File: src/dma_core_pkg.sv
// Shared constants, state codes and the state record of the DMA transfer core.
// Assumes one 100 MHz clock and the byte-wide program bus of the controller.
package dma_core_pkg;
  // Program-bus register offsets on the four address pins
  localparam logic [3:0] OFS_COMMAND = 4'h8;
  localparam logic [3:0] OFS_REQUEST = 4'h9;
  localparam logic [3:0] OFS_SINGLE_MASK = 4'hA;
  localparam logic [3:0] OFS_MODE = 4'hB;
  localparam logic [3:0] OFS_CLEAR_PTR = 4'hC;
  localparam logic [3:0] OFS_MASTER_CLEAR = 4'hD;
  localparam logic [3:0] OFS_TEMP_READ = 4'hD;
  localparam logic [3:0] OFS_ALL_MASK = 4'hF;
  // Command bit positions
  localparam int CMD_MEM2MEM = 0;
  localparam int CMD_HOLD_SRC = 1;
  localparam int CMD_DISABLE = 2;
  localparam int CMD_COMPRESS = 3;
  localparam int CMD_ROTATE = 4;
  // Mode field layout, stored from data bits 7..2
  localparam int MODE_AUTOINIT = 2;
  localparam int MODE_DECREMENT = 3;
  localparam logic [1:0] TYPE_VERIFY = 2'h0;
  localparam logic [1:0] TYPE_WRITE = 2'h1;
  localparam logic [1:0] TYPE_READ = 2'h2;
  localparam logic [1:0] SERVICE_BLOCK = 2'h2;
  // Synchroniser vector layout
  localparam int SY_CS = 4;
  localparam int SY_IOR = 5;
  localparam int SY_IOW = 6;
  localparam int SY_HOLD_ACKNOWLEDGE = 7;
  localparam int SY_EOP = 8;
  localparam int SY_ADDR = 9;
  // Reset values
  localparam logic [7:0] COMMAND_RST = 8'h00;
  localparam logic [3:0] MASK_RST = 4'hF;
  localparam logic [3:0] REQUEST_RST = 4'h0;
  localparam logic [1:0] LAST_RST = 2'h3;
  localparam logic [12:0] SYNC_RST = 13'h0170;

  typedef enum logic [2:0] {
    ST_IDLE = 3'b000,
    ST_HOLD = 3'b001,
    ST_UPPER = 3'b010,
    ST_ADDR = 3'b011,
    ST_EXTEND = 3'b100,
    ST_XFER = 3'b101
  } phase_e;

  typedef struct packed {
    phase_e phase;
    logic [3:0][15:0] cur_addr;
    logic [3:0][15:0] cur_cnt;
    logic [3:0][15:0] base_addr;
    logic [3:0][15:0] base_cnt;
    logic [7:0] command;
    logic [3:0][5:0] mode;
    logic [3:0] request;
    logic [3:0] mask;
    logic [7:0] temp;
    logic byte_ptr;
    logic [1:0] chan;
    logic [1:0] last;
    logic m2m;
    logic half;
    logic wait_cnt;
    logic [12:0] sync1;
    logic [12:0] sync2;
    logic [12:0] prev;
    logic [7:0] din1;
    logic [7:0] din2;
    logic hold_req;
    logic [3:0] channel_acknowledge;
    logic mem_rd_b;
    logic mem_wr_b;
    logic io_rd_b;
    logic io_wr_b;
    logic io_oe;
    logic addr_enable;
    logic upper_addr_strobe;
    logic [7:0] addr_lo;
    logic addr_oe;
    logic [7:0] dout;
    logic dout_oe;
    logic eop_level;
    logic eop_drive;
    logic tc;
  } core_s;
endpackage

File: src/four_channel_dma_transfer_core.sv
// Transfer engine and channel register set of a four-channel DMA controller.
// Assumes an external upper-address latch, a host hold handshake and
// pin-level strobes resolved to wires by the surroundings.
//
// Function
// - Write moves I/O to memory with io read and memory write strobes; read the reverse.
// - Verify sequences like read or write but keeps every read and write strobe inactive.
// - With mem2mem_enable, channel 0 gives source and channel 1 destination address.
// - Memory moves end on channel 1 count and start from channel 0 software request.
// - Fixed channel 0 source address writes one byte over the whole destination.
// - No acknowledge during memory moves; external end_of_process still ends them.
// - Autoinitialize reloads current from base after end_of_process, mask untouched.
// - Base registers written with current ones, held during service, never readable.
// - A write is taken only while idle; it overwrites intermediate current values and base values.
// - Fixed priority: channel 0 highest, then 1, 2, channel 3 lowest.
// - Rotating priority: last serviced becomes lowest, others rotate.
// - Pick winner on rising hold_acknowledge; no pre-emption of a running channel.
// - Compressed timing drops the read-extension state except on memory-move reads: two clocks per I/O transfer.
// - Upper-address state drives bits 15..8 on data, strobe latches, low bits direct.
// - Upper-address state runs at service start, for each memory-move half, and when the address crosses bit 7 to bit 8.
// - Current address steps each transfer; processor accesses it as two bytes.
// - Count holds transfers minus one, decrements, terminal_count at the end.
// - Internal end without autoinitialize leaves the count reading all ones.
// - Command register written only while programming, cleared by reset.
// - Six-bit mode per channel; data bits 0 and 1 choose the channel.
// - Software request bits set or cleared singly, cleared at end, block mode only.
// - Byte pointer toggles per byte access to a 16-bit register; reset, master clear or command clear it.
// - Mask bit set at end unless autoinitialize; reset sets the whole mask.
`timescale 1ns/1ps
module four_channel_dma_transfer_core
  import dma_core_pkg::*;
(
  input wire logic clk_in,
  input wire logic rst_b_in,
  input wire logic ce_in,
  input wire logic chip_select_b_in,
  input wire logic [3:0] reg_addr_in,
  input wire logic [7:0] data_in,
  output logic [7:0] data_out,
  output logic data_oe_out,
  input wire logic io_read_strobe_b_in,
  output logic io_read_strobe_b_out,
  output logic io_read_strobe_oe_out,
  input wire logic io_write_strobe_b_in,
  output logic io_write_strobe_b_out,
  output logic io_write_strobe_oe_out,
  output logic mem_read_strobe_b_out,
  output logic mem_write_strobe_b_out,
  output logic [7:0] addr_low_out,
  output logic addr_low_oe_out,
  output logic addr_enable_out,
  output logic upper_addr_strobe_out,
  input wire logic [3:0] channel_request_in,
  output logic [3:0] channel_acknowledge_out,
  output logic hold_request_out,
  input wire logic hold_acknowledge_in,
  input wire logic end_of_process_b_in,
  output logic end_of_process_b_out,
  output logic end_of_process_oe_out,
  output logic terminal_count_out
);
  import dma_core_pkg::*;

  core_s s;
  core_s next_s;
  logic program_cond;
  logic wr_done;
  logic rd_done;
  logic ext_end;
  logic hold_acknowledge_rise;
  logic tc_hit;
  logic hold_src;
  logic active;
  logic [3:0] reqs;
  logic [2:0] winner;
  logic [3:0] reg_addr;
  logic [1:0] src;
  logic [1:0] cnt_ch;
  logic [1:0] xtype;
  logic [15:0] next_addr;
  logic [15:0] rd_word;

  function automatic logic [15:0] put_byte(input logic [15:0] v, input logic hi,
                                           input logic [7:0] b);
    put_byte = hi ? {b, v[7:0]} : {v[15:8], b};
  endfunction

  // Returns {found, channel}; rotation starts just after the last serviced channel
  function automatic logic [2:0] pick(input logic [3:0] r, input logic rot,
                                      input logic [1:0] last);
    logic [1:0] idx;
    pick = 3'h0;
    for (int k = 3; k >= 0; k--)
    begin
      idx = rot ? 2'(last + 2'h1 + 2'(k)) : 2'(k);
      if (r[idx])
      begin
        pick = {1'b1, idx};
      end
    end
  endfunction

  always_comb
  begin
    next_s = s;
    next_s.sync1 = {reg_addr_in, end_of_process_b_in, hold_acknowledge_in,
                    io_write_strobe_b_in, io_read_strobe_b_in, chip_select_b_in,
                    channel_request_in};
    next_s.sync2 = s.sync1;
    next_s.prev = s.sync2;
    next_s.din1 = data_in;
    next_s.din2 = s.din1;
    next_s.tc = 1'b0;
    next_s.eop_drive = 1'b0;
    reg_addr = s.sync2[SY_ADDR +: 4];
    program_cond = (s.phase == ST_IDLE) && !s.sync2[SY_CS] && !s.sync2[SY_HOLD_ACKNOWLEDGE];
    // Commit on the trailing edge of the strobe, when data has long settled
    wr_done = program_cond && s.sync2[SY_IOW] && !s.prev[SY_IOW];
    rd_done = program_cond && s.sync2[SY_IOR] && !s.prev[SY_IOR];
    ext_end = !s.sync2[SY_EOP];
    hold_acknowledge_rise = s.sync2[SY_HOLD_ACKNOWLEDGE] && !s.prev[SY_HOLD_ACKNOWLEDGE];
    for (int i = 0; i < 4; i++)
    begin
      reqs[i] = (s.sync2[i] && !s.mask[i]) ||
                (s.request[i] && (s.mode[i][5:4] == SERVICE_BLOCK));
    end
    if (s.command[CMD_DISABLE])
    begin
      reqs = 4'h0;
    end
    winner = pick(reqs, s.command[CMD_ROTATE], s.last);
    src = s.m2m ? {1'b0, s.half} : s.chan;
    cnt_ch = s.m2m ? 2'h1 : s.chan;
    hold_src = s.m2m && !s.half && s.command[CMD_HOLD_SRC];
    next_addr = s.mode[src][MODE_DECREMENT] ? s.cur_addr[src] - 16'h0001
                                            : s.cur_addr[src] + 16'h0001;
    tc_hit = (s.cur_cnt[cnt_ch] == 16'h0000);
    rd_word = reg_addr[0] ? s.cur_cnt[reg_addr[2:1]] : s.cur_addr[reg_addr[2:1]];

    case (s.phase)
      ST_IDLE:
      begin
        if (wr_done)
        begin
          if (!reg_addr[3])
          begin
            // Base and current load together, even over a paused service
            if (!reg_addr[0])
            begin
              next_s.cur_addr[reg_addr[2:1]] = put_byte(s.cur_addr[reg_addr[2:1]],
                                                        s.byte_ptr, s.din2);
              next_s.base_addr[reg_addr[2:1]] = put_byte(s.base_addr[reg_addr[2:1]],
                                                         s.byte_ptr, s.din2);
            end
            else
            begin
              next_s.cur_cnt[reg_addr[2:1]] = put_byte(s.cur_cnt[reg_addr[2:1]],
                                                       s.byte_ptr, s.din2);
              next_s.base_cnt[reg_addr[2:1]] = put_byte(s.base_cnt[reg_addr[2:1]],
                                                        s.byte_ptr, s.din2);
            end
            next_s.byte_ptr = !s.byte_ptr;
          end
          else
          begin
            case (reg_addr)
              OFS_COMMAND: next_s.command = s.din2;
              OFS_REQUEST: next_s.request[s.din2[1:0]] = s.din2[2];
              OFS_SINGLE_MASK: next_s.mask[s.din2[1:0]] = s.din2[2];
              OFS_MODE: next_s.mode[s.din2[1:0]] = s.din2[7:2];
              OFS_CLEAR_PTR: next_s.byte_ptr = 1'b0;
              OFS_MASTER_CLEAR:
              begin
                next_s.command = COMMAND_RST;
                next_s.request = REQUEST_RST;
                next_s.mask = MASK_RST;
                next_s.temp = 8'h00;
                next_s.byte_ptr = 1'b0;
              end
              OFS_ALL_MASK: next_s.mask = s.din2[3:0];
              default: next_s.mask = s.mask;
            endcase
          end
        end
        if (rd_done && !reg_addr[3])
        begin
          next_s.byte_ptr = !s.byte_ptr;
        end
        if ((|reqs) && !program_cond)
        begin
          next_s.hold_req = 1'b1;
          next_s.phase = ST_HOLD;
        end
      end
      ST_HOLD:
      begin
        if (!(|reqs))
        begin
          next_s.hold_req = 1'b0;
          next_s.phase = ST_IDLE;
        end
        else if (hold_acknowledge_rise)
        begin
          // Winner is fixed here and kept until the bus goes back
          next_s.chan = winner[1:0];
          next_s.m2m = s.command[CMD_MEM2MEM] && (winner[1:0] == 2'h0) &&
                       s.request[0];
          next_s.half = 1'b0;
          next_s.wait_cnt = 1'b0;
          next_s.channel_acknowledge = next_s.m2m ? 4'h0 : 4'(4'h1 << winner[1:0]);
          next_s.phase = ST_UPPER;
        end
      end
      ST_UPPER: next_s.phase = ST_ADDR;
      ST_ADDR:
      begin
        // Memory reads of a block move keep the extension for the data sampler
        next_s.phase = (s.command[CMD_COMPRESS] && !(s.m2m && !s.half)) ?
                       ST_XFER : ST_EXTEND;
      end
      ST_EXTEND: next_s.phase = ST_XFER;
      ST_XFER:
      begin
        if (s.m2m && !s.half && !s.wait_cnt)
        begin
          next_s.wait_cnt = 1'b1;
        end
        else
        begin
          next_s.wait_cnt = 1'b0;
          if (!hold_src)
          begin
            next_s.cur_addr[src] = next_addr;
          end
          if (s.m2m && !s.half)
          begin
            next_s.temp = s.din2;
            next_s.half = 1'b1;
            next_s.phase = ST_UPPER;
          end
          else
          begin
            next_s.cur_cnt[cnt_ch] = s.cur_cnt[cnt_ch] - 16'h0001;
            if (tc_hit || ext_end)
            begin
              for (int i = 0; i < 4; i++)
              begin
                if ((2'(i) == s.chan) || (s.m2m && (i == 1)))
                begin
                  if (s.mode[i][MODE_AUTOINIT])
                  begin
                    next_s.cur_addr[i] = s.base_addr[i];
                    next_s.cur_cnt[i] = s.base_cnt[i];
                  end
                  else
                  begin
                    next_s.mask[i] = 1'b1;
                  end
                  next_s.request[i] = 1'b0;
                end
              end
              next_s.tc = tc_hit;
              next_s.eop_drive = tc_hit;
              next_s.last = s.chan;
              next_s.hold_req = 1'b0;
              next_s.channel_acknowledge = 4'h0;
              next_s.m2m = 1'b0;
              next_s.half = 1'b0;
              next_s.phase = ST_IDLE;
            end
            else if (s.m2m)
            begin
              next_s.half = 1'b0;
              next_s.phase = ST_UPPER;
            end
            else if (next_addr[15:8] != s.cur_addr[src][15:8])
            begin
              next_s.phase = ST_UPPER;
            end
            else
            begin
              next_s.phase = ST_ADDR;
            end
          end
        end
      end
      default: next_s.phase = ST_IDLE;
    endcase

    // Pin outputs follow the next phase so that they leave a flip-flop
    active = (next_s.phase >= ST_UPPER);
    src = next_s.m2m ? {1'b0, next_s.half} : next_s.chan;
    xtype = next_s.mode[next_s.chan][1:0];
    next_s.addr_enable = active;
    next_s.addr_oe = active;
    next_s.io_oe = active;
    next_s.upper_addr_strobe = (next_s.phase == ST_UPPER);
    next_s.addr_lo = active ? next_s.cur_addr[src][7:0] : 8'h00;
    // Verify matches neither type, so every strobe stays high
    next_s.mem_rd_b = !(((next_s.phase == ST_EXTEND) || (next_s.phase == ST_XFER)) &&
                        (next_s.m2m ? !next_s.half : (xtype == TYPE_READ)));
    next_s.io_rd_b = !(((next_s.phase == ST_EXTEND) || (next_s.phase == ST_XFER)) &&
                       !next_s.m2m && (xtype == TYPE_WRITE));
    next_s.mem_wr_b = !((next_s.phase == ST_XFER) &&
                        (next_s.m2m ? next_s.half : (xtype == TYPE_WRITE)));
    next_s.io_wr_b = !((next_s.phase == ST_XFER) && !next_s.m2m &&
                       (xtype == TYPE_READ));
    if (next_s.phase == ST_UPPER)
    begin
      next_s.dout = next_s.cur_addr[src][15:8];
      next_s.dout_oe = 1'b1;
    end
    else if (active)
    begin
      next_s.dout = next_s.temp;
      next_s.dout_oe = next_s.m2m && next_s.half;
    end
    else
    begin
      // Base registers have no read path
      next_s.dout = !reg_addr[3] ? (next_s.byte_ptr ? rd_word[15:8] : rd_word[7:0]) :
                    (reg_addr == OFS_TEMP_READ) ? s.temp : 8'h00;
      next_s.dout_oe = program_cond && !s.sync2[SY_IOR];
    end
  end

  always_ff @(posedge clk_in or negedge rst_b_in)
  begin
    if (!rst_b_in)
    begin
      s <= '0;
      s.phase <= ST_IDLE;
      s.command <= COMMAND_RST;
      s.request <= REQUEST_RST;
      s.mask <= MASK_RST;
      s.last <= LAST_RST;
      s.sync1 <= SYNC_RST;
      s.sync2 <= SYNC_RST;
      s.prev <= SYNC_RST;
      s.mem_rd_b <= 1'b1;
      s.mem_wr_b <= 1'b1;
      s.io_rd_b <= 1'b1;
      s.io_wr_b <= 1'b1;
    end
    else if (ce_in)
    begin
      s <= next_s;
    end
  end

  assign data_out = s.dout;
  assign data_oe_out = s.dout_oe;
  assign io_read_strobe_b_out = s.io_rd_b;
  assign io_read_strobe_oe_out = s.io_oe;
  assign io_write_strobe_b_out = s.io_wr_b;
  assign io_write_strobe_oe_out = s.io_oe;
  assign mem_read_strobe_b_out = s.mem_rd_b;
  assign mem_write_strobe_b_out = s.mem_wr_b;
  assign addr_low_out = s.addr_lo;
  assign addr_low_oe_out = s.addr_oe;
  assign addr_enable_out = s.addr_enable;
  assign upper_addr_strobe_out = s.upper_addr_strobe;
  assign channel_acknowledge_out = s.channel_acknowledge;
  assign hold_request_out = s.hold_req;
  assign end_of_process_b_out = s.eop_level;
  assign end_of_process_oe_out = s.eop_drive;
  assign terminal_count_out = s.tc;
endmodule

File: config.mk
export PLATFORM = sky130hd
export DESIGN_NAME = four_channel_dma_transfer_core
export DESIGN_NICKNAME = d
export VERILOG_FILES = /design/src/dma_core_pkg.sv /design/src/four_channel_dma_transfer_core.sv
export SDC_FILE = /design/constraint.sdc
export NUM_CORES = 1
export LEC_CHECK = 0
export ABC_AREA = 0
export BUFFER_PORTS_ARGS = -buffer_cell sky130_fd_sc_hd__buf_4
export CAP_MARGIN = 20
export CORE_MARGIN = 2
export CORE_UTILIZATION = 40
export CTS_CLUSTER_DIAMETER = 50
export DETAILED_ROUTE_END_ITERATION = 8
export GPL_ROUTABILITY_DRIVEN = 0
export PLACE_DENSITY = 0.54
export SLEW_MARGIN = 20
export SYNTH_ARGS = -nofsm -noshare
export SYNTH_HDL_FRONTEND = slang
export SYNTH_SLANG_ARGS = --single-unit
export TNS_END_PERCENT = 100
File: constraint.sdc
create_clock -name clk_in -period 8.9 [get_ports clk_in]
set_input_delay 1.335 -clock clk_in [delete_from_list [all_inputs] [get_ports clk_in]]
set_output_delay 1.335 -clock clk_in [all_outputs]
set_load 0.01 [all_outputs]
==> impl_metrics.xml <==
<?xml version="1.0" encoding="UTF-8"?>
<metrics>
  <group name="power_and_ir_drop">
    <metric name="switching_power" unit="mW">5.20</metric>
    <metric name="clock_power_share" unit="">0.214</metric>
    <metric name="peak_supply_drop" unit="mV">0.218</metric>
    <metric name="power.share.sequential" unit="">0.254</metric>
    <metric name="share_comb_of_total_power" unit="">0.532</metric>
    <metric name="power.static_leakage" unit="nW">11.8</metric>
    <metric name="swShare" unit="">0.489</metric>
    <metric name="power.density" unit="nW/um^2">368</metric>
    <metric name="intPower" unit="mW">5.43</metric>
  </group>
  <group name="yosys">
    <metric name="avgSynthCellArea" unit="sq um">8.79</metric>
    <metric name="yosysUniqueCellTypes" unit="">101</metric>
    <metric name="yosys-mux-area-fraction" unit="">0.136</metric>
    <metric name="synth_top_family_by_area" unit="">compound AO/OA/AOI/OAI gates</metric>
    <metric name="post_synthesis_share_of_cell_area_spent_on_xor_and_xnor_gates" unit="">0.0111</metric>
    <metric name="synth_edf_count" unit="">0</metric>
    <metric name="yosys.area_share.adder" unit="">0.00738</metric>
    <metric name="synth_flop_cell" unit="">sky130_fd_sc_hd__dfrtp_1</metric>
    <metric name="async_reset_ff_frac" unit="">1.00</metric>
    <metric name="yosys_register_bits" unit="">386</metric>
    <metric name="fraction_of_the_mapped_netlist_area_in_compound_gates" unit="">0.261</metric>
    <metric name="simple_gate_share_of_the_synthesized_area" unit="">0.158</metric>
    <metric name="yosys_warns" unit="">0</metric>
    <metric name="netlist_area" unit="sq um">25900</metric>
    <metric name="netlist_instances" unit="">2953</metric>
    <metric name="yosysSeqAreaShare" unit="">0.373</metric>
    <metric name="total_nets_after_synthesis" unit="">2990</metric>
  </group>
  <group name="global_route">
    <metric name="global_route.usage.met2" unit="">0.457</metric>
    <metric name="first_global_vias" unit="">24100</metric>
    <metric name="global_route.usage.met3" unit="">0.0981</metric>
    <metric name="grt_util_all_layers" unit="">0.320</metric>
    <metric name="grt.overflow.total" unit="">0</metric>
    <metric name="busiest_layer" unit="">met2</metric>
    <metric name="largest_net_degree_at_the_start_of_global_routing" unit="">157</metric>
    <metric name="grt_pass1_wl" unit="mm">161</metric>
    <metric name="number_of_antenna_violations_at_the_first_check_in_global_routing" unit="">4</metric>
    <metric name="gr-usage-met1" unit="">0.438</metric>
  </group>
  <group name="drt">
    <metric name="drtAntennaViolNets" unit="">0</metric>
    <metric name="postRouteWirelength" unit="mm">109</metric>
    <metric name="via_count" unit="">25300</metric>
    <metric name="route.detailed.drc" unit="">8</metric>
    <metric name="route.detailed.vias_per_inst" unit="">6.69</metric>
    <metric name="detailedRoute.firstIterationViolations" unit="">3895</metric>
    <metric name="first_pass_iters" unit="">9</metric>
    <metric name="routed_wire_length_per_instance" unit="um">28.8</metric>
  </group>
  <group name="floorplanning">
    <metric name="die_w" unit="um">259</metric>
    <metric name="die-area" unit="sq um">66900</metric>
    <metric name="row_count" unit="">93</metric>
    <metric name="die_h" unit="um">259</metric>
    <metric name="floorplan.initialDensity" unit="">0.403</metric>
    <metric name="coreArea" unit="sq um">64300</metric>
    <metric name="top_level_ports" unit="">58</metric>
  </group>
  <group name="clocking">
    <metric name="tritoncts_num_sinks" unit="">386</metric>
    <metric name="post-cts-setup-buffers" unit="">0</metric>
    <metric name="worst_setup_hold_path_clk_slew" unit="ns">0.06</metric>
    <metric name="cts_inserted_buffers" unit="">56</metric>
    <metric name="clock_tree.root_cell" unit="">sky130_fd_sc_hd__clkbuf_16</metric>
    <metric name="post_cts_hold_buffer_count" unit="">0</metric>
    <metric name="worst_skew_pair.late_latency" unit="ns">0.65</metric>
    <metric name="h_tree_depth_reported_by_cts" unit="">2</metric>
    <metric name="cts-root-to-sink-buffers" unit="">3</metric>
    <metric name="cts_tree" unit="">yes</metric>
    <metric name="cts_resized" unit="">0</metric>
  </group>
  <group name="sta">
    <metric name="drv_slew" unit="">0</metric>
    <metric name="report.final.setup_viol" unit="">0</metric>
    <metric name="max_slew.worst_pin.slew" unit="ns">1.26</metric>
    <metric name="grt_setup_unrepaired" unit="">false</metric>
    <metric name="fin_crit" unit="ns">6.37</metric>
    <metric name="achievable-frequency" unit="GHz">0.157</metric>
    <metric name="final.setup_skew" unit="ns">0.0164</metric>
    <metric name="worst_slack" unit="ns">2.53</metric>
    <metric name="slew_headroom" unit="">0.160</metric>
    <metric name="hold_viol" unit="">0</metric>
    <metric name="fin_tns_setup" unit="ns">0</metric>
    <metric name="fin_crit_sh" unit="">0.715</metric>
  </group>
  <group name="final_layout">
    <metric name="drive_gt1_frac" unit="">0.165</metric>
    <metric name="area_growth" unit="%">11.4</metric>
    <metric name="num-fill-cells" unit="">6189</metric>
    <metric name="final_net_count" unit="">2915</metric>
  </group>
  <group name="critical_path">
    <metric name="worst_reg2reg_path_depth" unit="">17</metric>
    <metric name="cp_data_arrival_time" unit="ns">6.86</metric>
    <metric name="startpoint_type" unit="">flip-flop</metric>
    <metric name="worst-setup-path-type" unit="">reg -&gt; reg</metric>
    <metric name="critical_path_peak_fanout" unit="">19</metric>
    <metric name="worstSetupEndpointType" unit="">flip-flop</metric>
    <metric name="required" unit="ns">9.39</metric>
  </group>
  <group name="status">
    <metric name="failed_checks" unit="">design-rule violations</metric>
    <metric name="run_status" unit="">finished, violations left</metric>
  </group>
  <group name="job">
    <metric name="drv.max_cap_violation_count" unit="">0</metric>
  </group>
  <group name="min_path">
    <metric name="min_path_type" unit="">reg -&gt; reg</metric>
    <metric name="hold_path_depth" unit="">2</metric>
  </group>
  <group name="place">
    <metric name="placement.setup.worst_slack" unit="ns">2.90</metric>
    <metric name="hpwl" unit="mm">73.5</metric>
    <metric name="io_buffer_count" unit="">56</metric>
  </group>
</metrics>
-- power groups by stage --
stage          sequential [mW]  clock, mW  combinational, mW
2_1_floorplan             2.37          0               3.90
3_3_place_gp              2.67          0               5.35
3_5_place_dp              2.68          0               5.40
4_1_cts                   2.66       2.30               5.43
5_1_grt                   2.72       2.38               6.00
6_report                  2.70       2.27               5.65
-- cell usage in the layout (no fill, tap or decap), types with 30 or more instances in the layout --
cell | Yosys | routed
sky130_fd_sc_hd__a211oi_1 | 66 | 66
sky130_fd_sc_hd__a21o_1 | 35 | 35
sky130_fd_sc_hd__a21oi_1 | 345 | 343
sky130_fd_sc_hd__a22o_1 | 61 | 61
sky130_fd_sc_hd__a22oi_1 | 30 | 30
sky130_fd_sc_hd__buf_4 | 29 | 125
sky130_fd_sc_hd__clkbuf_16 | 0 | 56
sky130_fd_sc_hd__dfrtp_1 | 366 | 361
sky130_fd_sc_hd__inv_1 | 44 | 44
sky130_fd_sc_hd__mux2_2 | 95 | 95
sky130_fd_sc_hd__mux2i_1 | 93 | 92
sky130_fd_sc_hd__mux4_2 | 66 | 66
sky130_fd_sc_hd__nand2_1 | 234 | 234
sky130_fd_sc_hd__nand3_1 | 39 | 39
sky130_fd_sc_hd__nor2_1 | 399 | 386
sky130_fd_sc_hd__nor2b_1 | 31 | 30
sky130_fd_sc_hd__nor3_1 | 53 | 52
sky130_fd_sc_hd__o21ai_0 | 178 | 176
sky130_fd_sc_hd__o22ai_1 | 59 | 59
-- per-stage QoR --
stage / std cells / area [sq um] / util / total power [mW] / hold slack (ns)
global placement: 3674 / 27000 / 0.420 / 8.02 / 0.476
CTS: 3780 / 28900 / 0.449 / 10.4 / 0.498
floorplan: 2953 / 25900 / - / 6.27 / 0.444
detailed placement: 3675 / 27000 / 0.420 / 8.09 / 0.485
finish: 3781 / 28900 / 0.449 / 10.6 / 0.490
global route: 3780 / 28900 / 0.449 / 11.1 / 0.508
-- critical path, stage by stage, from the launching register on --
cell and delay [ns]:
sky130_fd_sc_hd__dfrtp_1 0.91, sky130_fd_sc_hd__nor2b_2 0.48, sky130_fd_sc_hd__buf_4 0.43, sky130_fd_sc_hd__a221oi_4 0.16, sky130_fd_sc_hd__and2_4 0.23, sky130_fd_sc_hd__inv_2 0.32, sky130_fd_sc_hd__ha_1 0.45, sky130_fd_sc_hd__a21o_1 0.25
sky130_fd_sc_hd__a311oi_1 0.30, sky130_fd_sc_hd__o21bai_1 0.12, sky130_fd_sc_hd__maj3_1 0.36, sky130_fd_sc_hd__a21oi_1 0.36, sky130_fd_sc_hd__mux2_2 0.41, sky130_fd_sc_hd__a2111oi_0 0.55, sky130_fd_sc_hd__a211oi_1 0.17, sky130_fd_sc_hd__a311oi_1 0.36
sky130_fd_sc_hd__a31o_2 0.20, sky130_fd_sc_hd__o221ai_1 0.13
-- path summary, 6_finish.rpt --
| check | start | to | slack, ns |
|---|---|---|---|
| min in group asynchronous | rst_b_in | next_s[51]$_DFFE_PN0P_ | 0.70 |
| max in group asynchronous | rst_b_in | asynchronous set/reset pin | 6.71 |
| min | channel_acknowledge_out[1]$_DFFE_PN0P_ | channel_acknowledge_out[1]$_DFFE_PN0P_ | 0.49 |
| max | s[94]$_DFFE_PN0P_ | data_out[7]$_DFFE_PN0P_ | 2.53 |
| max reg2reg | s[94]$_DFFE_PN0P_ | data_out[7]$_DFFE_PN0P_ | 2.53 |
| min reg2reg | channel_acknowledge_out[1]$_DFFE_PN0P_ | channel_acknowledge_out[1]$_DFFE_PN0P_ | 0.49 |
-- cells by family (layout without fill, tap and decap cells) --
group,count (synthesis),in the layout
other,1,2
AO/OA/AOI/OAI,1038,1038
flip-flops,386,386
AND/OR/NAND/NOR,910,910
XOR/XNOR,33,33
multiplexers,258,258
buffers and inverters,312,284
adder cells (fa/ha/maj),15,15
-- cells in the mapped netlist (all sizes together), types with 40 or more instances --
master | number | area, sq um
mux2 | 99 | 1120
nor3 | 54 | 282
nor2 | 401 | 1510
mux2i | 93 | 931
buf | 82 | 516
a21oi | 345 | 1730
mux4 | 66 | 1490
a211oi | 67 | 508
o22ai | 59 | 369
nand3 | 40 | 205
clkbuf | 181 | 682
nand2 | 235 | 885
o21ai | 194 | 975
a22o | 61 | 534
dfrtp | 366 | 9160
inv | 45 | 169
-- final cells by class --
cell class	instances	area, sq um	share of cell area
antenna	1	2.50	0.0000866
clock buffer	75	1540	0.0534
clock inverter	30	340	0.0118
inverter	49	184	0.00636
multi-input combinational	2255	15100	0.521
sequential	386	9700	0.336
tap	855	1070	0.0370
timing repair buffer	130	1020	0.0353
-- routing by layer --
layer,up-vias,routed length [um]
met2,1666,45300
met1,12400,44300
met3,330,13200
met5,-,22
met4,4,5890
li1,10900,-
(Power assumes the default switching activity.)
